--- src/tfd_pkg.sv ---
// Purpose: Shared constants for the data-link and spare-code register block
// Assumes: 8-bit parallel register port, one 25 MHz clock
// Notes:   Offsets are the byte addresses of the register port
package tfd_pkg;
  // ==========================================================================
  // Register offsets
  localparam logic [7:0] SPARE_LEN_OFS  = 8'hBD;
  localparam logic [7:0] SPARE_ONE_OFS  = 8'hBE;
  localparam logic [7:0] SPARE_TWO_OFS  = 8'hBF;
  localparam logic [7:0] RX_LINK_OFS    = 8'hC0;
  localparam logic [7:0] TX_LINK_OFS    = 8'hC1;
  localparam logic [7:0] MATCH_ONE_OFS  = 8'hC2;
  localparam logic [7:0] MATCH_TWO_OFS  = 8'hC3;
  localparam logic [7:0] IB_CTRL_OFS    = 8'hC5;
  // ==========================================================================
  // Reset values and field layout
  localparam logic [7:0] REG_RESET      = 8'h00;
  localparam logic [7:0] IB_WRITE_MASK  = 8'h6F;
  localparam logic [2:0] SPARE_LONG_SEL = 3'h7;
  localparam logic [4:0] SPARE_LONG_LEN = 5'h10;
  localparam logic [1:0] IB_SIZE_FOUR   = 2'h1;
  // ==========================================================================
  // Counts
  localparam logic [7:0] SPARE_INTEG    = 8'h30;
  localparam int         FIFO_DEPTH     = 8;
  localparam int         LINK_WIDTH     = 8;
endpackage : tfd_pkg

--- src/tfd_fifo_if.sv ---
// Purpose: Valid/ready carrier between the block and its receive FIFO
// Assumes: Single clock domain
// Notes:   Width is a parameter
`timescale 1ns/1ps
interface tfd_fifo_if #(parameter int W = 8);
  logic [W-1:0] inData;
  logic         inValid;
  logic         inReady;
  logic [W-1:0] outData;
  logic         outValid;
  logic         outReady;
  modport fifo (input inData, inValid, outReady, output inReady, outData, outValid);
  modport user (output inData, inValid, outReady, input inReady, outData, outValid);
endinterface : tfd_fifo_if

--- src/tfd_fifo.sv ---
// Purpose: Receive byte FIFO between serial capture and host register
// Assumes: Synchronous active-high reset
// Notes:   Full and empty are exact; push while full is refused via inReady
`timescale 1ns/1ps
module tfd_fifo #(
  parameter int W = 8,
  parameter int D = 8
) (
  input  wire logic clk,
  input  wire logic rst,
  tfd_fifo_if.fifo  q
);
  localparam int AW = $clog2(D);

  logic [W-1:0] mem [D];
  logic [AW-1:0] wrPtr_q, wrPtr_d, rdPtr_q, rdPtr_d;
  logic [AW:0]   count_q, count_d;
  logic          push, pop;

  // ==========================================================================
  // Handshakes
  // Compare at the counter's full width; D itself does not fit in AW bits
  assign q.inReady  = (count_q != (AW+1)'(D));
  assign q.outValid = (count_q != '0);
  assign q.outData  = mem[rdPtr_q];
  assign push       = q.inValid && q.inReady;
  assign pop        = q.outValid && q.outReady;

  // Pointer and fill next values
  always_comb begin
    wrPtr_d = push ? AW'(wrPtr_q + 1'b1) : wrPtr_q;
    rdPtr_d = pop ? AW'(rdPtr_q + 1'b1) : rdPtr_q;
    count_d = count_q + (AW+1)'(push) - (AW+1)'(pop);
  end

  // Storage has no reset; only valid entries are ever read
  always_ff @(posedge clk) begin
    if (push) begin
      mem[wrPtr_q] <= q.inData;
    end
    if (rst) begin
      wrPtr_q <= '0;
      rdPtr_q <= '0;
      count_q <= '0;
    end else begin
      wrPtr_q <= wrPtr_d;
      rdPtr_q <= rdPtr_d;
      count_q <= count_d;
    end
  end
endmodule : tfd_fifo

--- src/tfd_link_regs.sv ---
// Purpose: Spare-code, data-link and interleave-bus control registers
// Assumes: Line bit strobes and host port are synchronous to clk
// Notes:   Received bytes queue in an 8-deep FIFO ahead of the host register
`timescale 1ns/1ps
module tfd_link_regs
  import tfd_pkg::*;
(
  input  wire logic       clk,
  input  wire logic       rst,
  input  wire logic [7:0] addr,
  input  wire logic       wrEn,
  input  wire logic       rdEn,
  input  wire logic [7:0] wrData,
  output logic      [7:0] rdData_q,
  input  wire logic       codeSelect,
  input  wire logic [5:0] bocCode,
  input  wire logic       rxBitEn,
  input  wire logic       rxBit,
  input  wire logic       txBitEn,
  output logic            txBit_q,
  output logic            matchHit_q,
  output logic            overrun_q,
  output logic            spareDet_q,
  output logic      [1:0] ibSize_q,
  output logic            ibFourDev_q,
  output logic            ibEnable_q,
  output logic      [2:0] ibPosition_q
);
  // ==========================================================================
  // Declarations
  logic [2:0]  spareLen_q, spareLen_d;
  logic [7:0]  spareOne_q, spareOne_d, spareTwo_q, spareTwo_d;
  logic [7:0]  txByte_q, txByte_d, matchOne_q, matchOne_d, matchTwo_q, matchTwo_d;
  logic [7:0]  ibCtl_q, ibCtl_d, rdData_d;
  logic [7:0]  rxShift_q, rxShift_d, rxHold_q, rxHold_d, rxByte;
  logic [2:0]  rxCnt_q, rxCnt_d, txCnt_q, txCnt_d;
  logic [7:0]  txShift_q, txShift_d;
  logic        rxFull_q, rxFull_d, matchHit_d, overrun_d, txBit_d;
  logic        byteDone, readPop, take, defWrite;
  logic [15:0] hist_q, hist_d, cmpMask, cmpPat;
  logic [7:0]  integ_q, integ_d;
  logic        phaseOk_q, phaseOk_d, spareDet_d, windowHit, periodic;
  logic [4:0]  spareLen;
  logic [3:0]  lenM1;

  tfd_fifo_if #(.W(LINK_WIDTH)) rxq ();

  tfd_fifo #(.W(LINK_WIDTH), .D(FIFO_DEPTH)) u_rx_fifo (
    .clk (clk),
    .rst (rst),
    .q   (rxq)
  );

  // ==========================================================================
  // Host port and receive path
  assign rxByte       = {rxBit, rxShift_q[7:1]};
  assign byteDone     = rxBitEn && (rxCnt_q == 3'h7);
  assign readPop      = rdEn && (addr == RX_LINK_OFS) && !codeSelect;
  assign rxq.inData   = rxByte;
  assign rxq.inValid  = byteDone;
  assign rxq.outReady = !rxFull_q || readPop;
  assign take         = rxq.outValid && rxq.outReady;
  assign defWrite     = wrEn && (addr == SPARE_LEN_OFS || addr == SPARE_ONE_OFS
                                 || addr == SPARE_TWO_OFS);

  // Register writes, read mux and receive capture next values
  always_comb begin
    spareLen_d = spareLen_q;
    spareOne_d = spareOne_q;
    spareTwo_d = spareTwo_q;
    txByte_d   = txByte_q;
    matchOne_d = matchOne_q;
    matchTwo_d = matchTwo_q;
    ibCtl_d    = ibCtl_q;
    if (wrEn) begin
      unique case (addr)
        SPARE_LEN_OFS: spareLen_d = wrData[2:0];
        SPARE_ONE_OFS: spareOne_d = wrData;
        SPARE_TWO_OFS: spareTwo_d = wrData;
        TX_LINK_OFS:   txByte_d   = wrData;
        MATCH_ONE_OFS: matchOne_d = wrData;
        MATCH_TWO_OFS: matchTwo_d = wrData;
        IB_CTRL_OFS:   ibCtl_d    = wrData & IB_WRITE_MASK;
        default:       ;
      endcase
    end
    rdData_d = rdData_q;
    if (rdEn) begin
      unique case (addr)
        SPARE_LEN_OFS: rdData_d = {5'h00, spareLen_q};
        SPARE_ONE_OFS: rdData_d = spareOne_q;
        SPARE_TWO_OFS: rdData_d = spareTwo_q;
        // Mode bit picks bit-oriented code or queued byte
        RX_LINK_OFS:   rdData_d = codeSelect ? {2'h0, bocCode} : rxHold_q;
        TX_LINK_OFS:   rdData_d = txByte_q;
        MATCH_ONE_OFS: rdData_d = matchOne_q;
        MATCH_TWO_OFS: rdData_d = matchTwo_q;
        IB_CTRL_OFS:   rdData_d = ibCtl_q;
        default:       rdData_d = REG_RESET;
      endcase
    end
    rxShift_d  = rxBitEn ? rxByte : rxShift_q;
    rxCnt_d    = rxBitEn ? 3'(rxCnt_q + 3'h1) : rxCnt_q;
    rxHold_d   = take ? rxq.outData : rxHold_q;
    rxFull_d   = take || (rxFull_q && !readPop);
    matchHit_d = byteDone && (rxByte == matchOne_q || rxByte == matchTwo_q);
    // Serial line cannot stall, so a full queue loses the byte
    overrun_d  = overrun_q || (byteDone && !rxq.inReady);
  end

  always_ff @(posedge clk) begin
    if (rst) begin
      spareLen_q <= 3'h0;
      spareOne_q <= REG_RESET;
      spareTwo_q <= REG_RESET;
      txByte_q   <= REG_RESET;
      matchOne_q <= REG_RESET;
      matchTwo_q <= REG_RESET;
      ibCtl_q    <= REG_RESET;
      rdData_q   <= REG_RESET;
      rxShift_q  <= REG_RESET;
      rxCnt_q    <= 3'h0;
      rxHold_q   <= REG_RESET;
      rxFull_q   <= 1'b0;
      matchHit_q <= 1'b0;
      overrun_q  <= 1'b0;
      ibSize_q   <= 2'h0;
      ibFourDev_q  <= 1'b0;
      ibEnable_q   <= 1'b0;
      ibPosition_q <= 3'h0;
    end else begin
      spareLen_q <= spareLen_d;
      spareOne_q <= spareOne_d;
      spareTwo_q <= spareTwo_d;
      txByte_q   <= txByte_d;
      matchOne_q <= matchOne_d;
      matchTwo_q <= matchTwo_d;
      ibCtl_q    <= ibCtl_d;
      rdData_q   <= rdData_d;
      rxShift_q  <= rxShift_d;
      rxCnt_q    <= rxCnt_d;
      rxHold_q   <= rxHold_d;
      rxFull_q   <= rxFull_d;
      matchHit_q <= matchHit_d;
      overrun_q  <= overrun_d;
      ibSize_q   <= ibCtl_d[6:5];
      ibFourDev_q  <= (ibCtl_d[6:5] == IB_SIZE_FOUR);
      ibEnable_q   <= ibCtl_d[3];
      ibPosition_q <= ibCtl_d[2:0];
    end
  end

  // ==========================================================================
  // Transmit serializer, sends bit 0 of the byte first
  always_comb begin
    txShift_d = txShift_q;
    txCnt_d   = txCnt_q;
    txBit_d   = txBit_q;
    if (txBitEn) begin
      txCnt_d = 3'(txCnt_q + 3'h1);
      if (txCnt_q == 3'h0) begin
        txBit_d   = txByte_q[0];
        txShift_d = {1'b0, txByte_q[7:1]};
      end else begin
        txBit_d   = txShift_q[0];
        txShift_d = {1'b0, txShift_q[7:1]};
      end
    end
  end

  always_ff @(posedge clk) begin
    if (rst) begin
      txShift_q <= REG_RESET;
      txCnt_q   <= 3'h0;
      txBit_q   <= 1'b0;
    end else begin
      txShift_q <= txShift_d;
      txCnt_q   <= txCnt_d;
      txBit_q   <= txBit_d;
    end
  end

  // ==========================================================================
  // Spare-code repeat detector on the receive bit stream
  assign spareLen  = (spareLen_q == SPARE_LONG_SEL) ? SPARE_LONG_LEN
                                                    : {2'h0, spareLen_q} + 5'h1;
  assign lenM1     = 4'(spareLen - 5'h1);
  assign cmpMask   = 16'((17'h1 << spareLen) - 17'h1);
  // Only the top L pattern bits survive, so code two drops out below 8/16
  assign cmpPat    = 16'({spareOne_q, spareTwo_q} >> (5'h10 - spareLen));
  assign windowHit = (((hist_d ^ cmpPat) & cmpMask) == 16'h0000);
  assign periodic  = (rxBit == hist_q[lenM1]);

  always_comb begin
    hist_d     = rxBitEn ? {hist_q[14:0], rxBit} : hist_q;
    phaseOk_d  = phaseOk_q;
    integ_d    = integ_q;
    spareDet_d = spareDet_q;
    if (defWrite) begin
      phaseOk_d  = 1'b0;
      integ_d    = 8'h00;
      spareDet_d = 1'b0;
    end else if (rxBitEn) begin
      if (!periodic) begin
        phaseOk_d = windowHit;
        integ_d   = 8'h00;
        spareDet_d = 1'b0;
      end else if (phaseOk_q || windowHit) begin
        phaseOk_d = 1'b1;
        if (integ_q != SPARE_INTEG) begin
          integ_d = 8'(integ_q + 8'h01);
        end
        spareDet_d = (integ_d == SPARE_INTEG);
      end
    end
  end

  always_ff @(posedge clk) begin
    if (rst) begin
      hist_q     <= 16'h0000;
      phaseOk_q  <= 1'b0;
      integ_q    <= 8'h00;
      spareDet_q <= 1'b0;
    end else begin
      hist_q     <= hist_d;
      phaseOk_q  <= phaseOk_d;
      integ_q    <= integ_d;
      spareDet_q <= spareDet_d;
    end
  end
endmodule : tfd_link_regs

--- config.mk ---
export PLATFORM = sky130hd
export DESIGN_NAME = tfd_link_regs
export DESIGN_NICKNAME = d
export VERILOG_FILES = /design/src/tfd_pkg.sv /design/src/tfd_fifo_if.sv /design/src/tfd_fifo.sv /design/src/tfd_link_regs.sv
export SDC_FILE = /design/constraint.sdc
export NUM_CORES = 1
export LEC_CHECK = 0
export BUFFER_PORTS_ARGS = -buffer_cell sky130_fd_sc_hd__buf_2
export CAP_MARGIN = 20
export CORE_MARGIN = 2
export CORE_UTILIZATION = 40
export CTS_BUF_LIST = sky130_fd_sc_hd__clkbuf_16
export CTS_CLUSTER_DIAMETER = 30
export DETAILED_ROUTE_END_ITERATION = 8
export SLEW_MARGIN = 20
export SYNTH_ARGS = -nofsm -noshare
export SYNTH_HDL_FRONTEND = slang
export SYNTH_HIERARCHICAL = 1
export SYNTH_SLANG_ARGS = --single-unit
--- constraint.sdc ---
create_clock -name clk -period 5.01 [get_ports clk]
set_clock_uncertainty 0.15 [all_clocks]
set_input_delay 1.2525 -clock clk [delete_from_list [all_inputs] [get_ports clk]]
set_output_delay 1.2525 -clock clk [all_outputs]
set_load 0.03 [all_outputs]
Word-level counts from Yosys, hierarchy flattened:

Memory sizes are Yosys's and may differ from the RTL's. A register that Yosys moved wholly into a read port is not among the register bits.
Cells that the tools add are included.

* bits in registers: 126
* bits in latches: 0
* bits in writable memories: 64
* bits in read-only memories: 0
* bits of input ports: 30
* output and inout bits: 19
* word-level logic and storage cells: 116
* memories kept: 1

Memory list
* u_rx_fifo.mem: words 8, width 8, read ports 1, clocked after memory_dff 1, wr ports 1, RTL line tfd_fifo.sv:15 `logic [W-1:0] mem [D];`

* add/subtract/negate cells: 11
* multiply operators: 0
* divide/modulo/power cells: 0
* magnitude comparators: 1
* eq/ne operators: 18
* shifts and indexed selects: 2
* multiplexer cells: 23
* bitwise gates (word level): 2
* reductions and logical operators: 31

Operators by type and width (count)
* equality test 8 bit (second input constant): 8
* two-way mux 8 bit: 8
* case mux 8 bit (8 select lines): 1
* two-way mux 7 bit: 3
* bitwise AND 16 bit: 1
* equality test 8 bit: 2
* logical NOT 16 bit: 1
* two-way mux 16 bit: 1
* << shifter 1 x 5 -> 16 bit (first input constant): 1
* right shift 16 x 5 -> 16 bit: 1
* subtractor 16 x 1 -> 16 bit (second input constant): 1
* XOR 16 bit: 1
* AND reduction 2 bit: 7
* adder 3 x 1 -> 3 bit (second input constant): 4
* logical AND 1 bit: 9
* adder 8 x 1 -> 8 bit (second input constant): 1
* equality test 8 x 6 -> 1 bit (second input constant): 1
* two-way mux 1 bit: 8
* inequality test 8 x 6 -> 1 bit (second input constant): 1
* logical OR 1 bit: 7
* equality test 3 bit (second input constant): 2
* < comparator 4 x 5 -> 1 bit (second input constant): 1
* two-way mux 5 bit: 1
* subtractor 5 bit (first input constant): 1
* other kinds (13): 16

Depth between registers and ports, before layout:

* depth in word-level cells: 15
* depth in mapped cells: 18
* mapped depth without buffers: 16

Hierarchy:

The synthesis kept the hierarchy.

Modules (own cells, without submodules)
* tfd_link_regs: instances 1, cells an instance 866, area each 7252.0 µm², sequential area each 2322.2 µm²
* tfd_fifo: instances 1, cells an instance 173, area each 3189.3 µm², sequential area each 2182.1 µm²

Worst setup path before layout:

OpenSTA, ideal clock, no wires.

* path type: in2reg
* start: input port addr[3]
* end: register u_rx_fifo.count_q[1]
* library setup time: 0.128 ns
* arrival time: 3.694 ns
* required time: 4.732 ns
* path slack: 1.038 ns
* stages on the path: 10
* path buffers: 1
* cells stage by stage: nor4_1 -> nand2b_1 -> or3_1 -> o31ai_1 -> nor2b_1 -> clkbuf_1 -> xnor2_1 -> ha_1 -> fa_1 -> nor2b_1

* longest elaborated chain between the ends: 6

Ends and longest elaborated chain
* start: declaration: RTL line tfd_link_regs.sv:10 `input wire logic [7:0] addr,`
* equality test 8 bit: RTL line tfd_link_regs.sv:58 `assign readPop = rdEn && (addr == RX_LINK_OFS) && !codeSelect;`
* logical AND 1 bit (2 in series): RTL line tfd_link_regs.sv:58
* logical OR 1 bit: RTL line tfd_link_regs.sv:61 `assign rxq.outReady = !rxFull_q || readPop;`
* via rxq.outReady: RTL line tfd_fifo_if.sv:11 `logic outReady;`
* logical AND 1 bit: RTL line tfd_fifo.sv:27 `assign pop = q.outValid && q.outReady;`
* subtractor 4 x 1 -> 4 bit: RTL line tfd_fifo.sv:33 `count_d = count_q + (AW+1)'(push) - (AW+1)'(pop);`
* via u_rx_fifo.count_d[1]: RTL line tfd_fifo.sv:17 `logic [AW:0] count_q, count_d;`
* end signal: assignment: RTL line tfd_fifo.sv:48 `count_q <= count_d;`
* end: declaration: RTL line tfd_fifo.sv:17

The timed path passes the listed nets, and every way through them passes these cells.
A chain may end at the register's enable or synchronous reset.

Worst setup path in the final report:

* start: register spareLen_q[1]
* end: register integ_q[1]

* longest elaborated chain between the ends: 10
* elaborated cells on any way between the ends: 18
* classes of those cells: add/sub (4); eq/ne (3); shift (2); mux (4); bitwise (2); reduce/logical (3)

Ends and longest elaborated chain
* start: declaration: RTL line tfd_link_regs.sv:31 `logic [2:0] spareLen_q, spareLen_d;`
* start signal: assignment: RTL line tfd_link_regs.sv:132 `spareLen_q <= spareLen_d;`
* adder 3 x 1 -> 4 bit / equality test 3 bit (equally long branches): RTL line tfd_link_regs.sv:186, tfd_link_regs.sv:185
* two-way mux 5 bit *: RTL line tfd_link_regs.sv:185 `assign spareLen = (spareLen_q == SPARE_LONG_SEL) ? SPARE_LONG_LEN`
* subtractor 5 bit: RTL line tfd_link_regs.sv:190 `assign cmpPat = 16'({spareOne_q, spareTwo_q} >> (5'h10 - spareLen));`
* right shift 16 x 5 -> 16 bit: RTL line tfd_link_regs.sv:190
* XOR 16 bit: RTL line tfd_link_regs.sv:191 `assign windowHit = (((hist_d ^ cmpPat) & cmpMask) == 16'h0000);`
* bitwise AND 16 bit: RTL line tfd_link_regs.sv:191
* logical NOT 16 bit: RTL line tfd_link_regs.sv:191
* logical OR 1 bit: RTL line tfd_link_regs.sv:208 `end else if (phaseOk_q || windowHit) begin`
* inequality test 2 x 1 -> 1 bit (no source line)
* AND reduction 2 bit (no source line)
* end signal: assignment: RTL line tfd_link_regs.sv:227 `integ_q <= integ_d;`
* end: declaration: RTL line tfd_link_regs.sv:41 `logic [7:0] integ_q, integ_d;`

Mark *: on every way between the ends. The rest lies on a longest branch, timed or not. The select of a mux whose other input is x is not followed.

==> flow_metrics.tcl <==
set metrics [dict create \
    drive_gt1_frac 0.137 \
    status "finished, final reports clean" \
    crit_cells 15 \
    cp_max_fo 12 \
    start_kind "flop" \
    worstReg2RegEnd "integ_q[1]" \
    crit_path_end_kind "flop" \
    rsz0062_at_grt "false" \
    clkPwrFrac 0.387 \
    htree_levels 4 \
    grtUsageTotal 0.201 \
    hold_path_class "reg -> reg" \
    clock.fmax_mhz 215 \
    max_stage_delay_ns 0.65 \
    ctsResizeCount 0 \
    synth_area_um2 10400 \
    yosysWarnings 6 \
    cts_tree "yes" \
    ant_nets 0 \
    ios 49 \
    synth_edf_count 64 \
    setup_viol 0 \
    rows 59 \
    grt_pass1_vias 7472 \
    crit_arrival_ns 4.86 \
    start_util 0.404 \
    buffer_ports.inserted 48 \
    cts_buffer_depth 2 \
    ir_drop_v 0.000262 \
    total_power_mw 3.77 \
    layout_commonest_cell "dfxtp_1" \
    synth_nets 1099 \
    synth_top_area_cell "dfxtp_1" \
    overflow 0 \
    crit_top_cell "ha_1" \
    cts.reportedPaths.clkPinSlew_ns 0.08 \
    grt_first_pass_wirelength_mm 42.3 \
    totalWireLength_mm 26.6 \
    synth-main-ff-cell "dfxtp_1" \
    cp-endpoint "integ_q[1]" \
    antenna_found_initial 0 \
    grt_max_degree 70 \
    numCtsBuffers 17 \
    drc 0 \
    ys_seq_area_frac 0.431 \
    clock_sinks 193 \
    ctsHoldBuffers 0 \
    worst_pin_slew_ns 0.979 \
    drtIter0Drc 595 \
    cp.required_ns 5.23 \
    path_delay_family "compound AO/OA/AOI/OAI gates" \
    power_density_nw_per_um2 325 \
    globalplace.congestion 0.891 \
    drv_slew 0 \
    ys_async_sr_fraction 0 \
    synth-seq-cells 193 \
    cp_slowest_cell "a2111oi_1" \
    synth_area_leaders "dfxtp_1 (25%), edfxtp_1 (18%), mux2i_1 (8.4%), nor2_1 (4.2%), mux4_1 (3.8%)" \
    cp_cell_sequence "ha_1, ha_1, inv_1, nand2_1, ha_1, ha_1, mux2i_1, o32ai_1, o22ai_1, xnor2_1, a2111oi_1, a2111oi_4, nand3_2, o32a_1, mux2i_1" \
    p_switching_mw 1.07 \
    core-area_um2 25800 \
    path_class "reg -> reg" \
    place.detailed.hpwl_mm 19.2 \
    fin_nets 1123 \
    routedWlPerCell_um 18.8 \
    slew_headroom 0.348 \
    crit_buf_inv 1 \
    yosysUniqueCellTypes 81 \
    p_leak_nw 4.36 \
    syn_avg_cell_area_um2 10.0 \
    hold_violations 0 \
    fp.dieH_um 166 \
    cts_setup_buffers 0 \
    vias 7839 \
    vias_per_cell 5.56 \
    pwr-share-seq 0.466 \
    firstDrtPassIters 5 \
    diodes 0 \
    pwr-share-comb 0.147 \
    crit_start "spareLen_q[1]" \
    final.setup.tns_ns 0 \
    p_int_mw 2.70 \
    layout_common_cells "dfxtp_1 (129), nor2_1 (118), nand2_1 (95)" \
    synth_top_area_frac 0.247 \
    root_buffer "clkbuf_16" \
    timing.rr.start "spareLen_q[1]" \
    hold_path.startpoint "spareDet_q" \
    reg2regPathDepth 15 \
    maxCapViolations 0 \
    period_needed_ns 4.64 \
    p_sw_frac 0.284 \
    syn2layout_area_growth_pct 10.9 \
    insertion_delay_ns 0.44 \
    dieArea_um2 27400 \
    fp.dieW_um 166 \
    regToRegSetupSlack_ns 0.37 \
    fin_crit_sh 0.927 \
    synthCells 1039 \
]
[worst min-delay path by stage]
| stage | end | slack (ns) | cells past startpoint |
|---|---|---|---|
| after floorplan | spareTwo_q[0] | 0.30 | 2 |
| after global placement | overrun_q | 0.30 | 2 |
| after detailed placement | spareDet_q | 0.31 | 2 |
| after CTS | spareDet_q | 0.32 | 2 |
| after global routing | spareDet_q | 0.37 | 2 |
| final | spareDet_q | 0.31 | 2 |
[stage by stage]
step                       util  instances  setup WS [ns]  hold slack, ns  cell area (µm²)
after floorplan               -       1039           1.04           0.296            10400
after global placement    0.424       1379          0.468           0.300            10900
after detailed placement  0.424       1379          0.304           0.311            10900
after CTS                 0.448       1411          0.283           0.321            11600
after global routing      0.448       1411         0.0442           0.366            11600
final                     0.448       1411          0.365           0.313            11600
[worst register-to-register path, delay by kind of cell (launching register included)]
| kind | cells | cell delay (ns) |
|---|---|---|
| AOI/OAI and AO/OA | 5 | 1.59 |
| adders and majority gates | 4 | 1.30 |
| muxes | 2 | 0.55 |
| DFF | 1 | 0.43 |
| and+or+nand+nor | 2 | 0.29 |
| buffers and inverters | 1 | 0.17 |
| xor gates and xnor gates | 1 | 0.09 |
[sequential cells by signal, summed over array words and instances, names as in the netlist, 3 cells and up, named ones only]
register	cells
rxCnt_q	3
rxHold_q	8
txByte_q	8
spareTwo_q	8
txShift_q	7
matchOne_q	8
spareLen_q	3
u_rx_fifo/count_q	4
u_rx_fifo/rdPtr_q	3
rxShift_q	7
matchTwo_q	8
u_rx_fifo/mem	64
hist_q	16
u_rx_fifo/wrPtr_q	3
rdData_q	8
integ_q	8
spareOne_q	8
txCnt_q	3
[synth_stat cells, types with 13 or more instances]
master,count
o21ai_0,26
nor3_1,17
ha_1,29
nor2_1,118
mux4_1,15
xor2_1,30
xnor2_1,13
nand3_1,32
mux2i_1,88
nor2b_1,14
dfxtp_1,129
inv_1,24
clkbuf_1,37
edfxtp_1,64
mux2_2,16
a21oi_1,69
nand2_1,95
nand2b_1,14
[cell families after synthesis]
group,after synthesis,share of synthesized area
AOI/OAI and AO/OA,195,0.126
xor gates and xnor gates,44,0.0387
adders and majority gates,30,0.0367
buffers and inverters,88,0.0383
DFF,193,0.431
muxes,132,0.167
and+or+nand+nor,357,0.162
[power groups by stage]
stage	registers (mW)	clock network (mW)	logic, mW
global route	1.77	1.55	0.615
detailed placement	1.79	0	0.548
floorplan	1.74	0	0.475
finish	1.75	1.46	0.553
global placement	1.79	0	0.541
CTS	1.76	1.49	0.554
[cell type report]
class | count | area (µm²)
clock buffer | 17 | 425
clock inverter | 15 | 214
fill | 2475 | 14300
inverter | 26 | 97.6
multi-input combinational | 758 | 5540
sequential | 193 | 4500
tap | 335 | 419
timing repair buffer | 67 | 385
[layer usage]
layer | GRT usage | vias to the layer above | wire (µm)
li1 | - | 3852 | -
met1 | 0.287 | 3772 | 13000
met2 | 0.320 | 186 | 12200
met3 | 0.0277 | 29 | 1030
met4 | 0.0521 | 0 | 408
met5 | 0 | - | 0
Power figures use the tool's default switching activity.
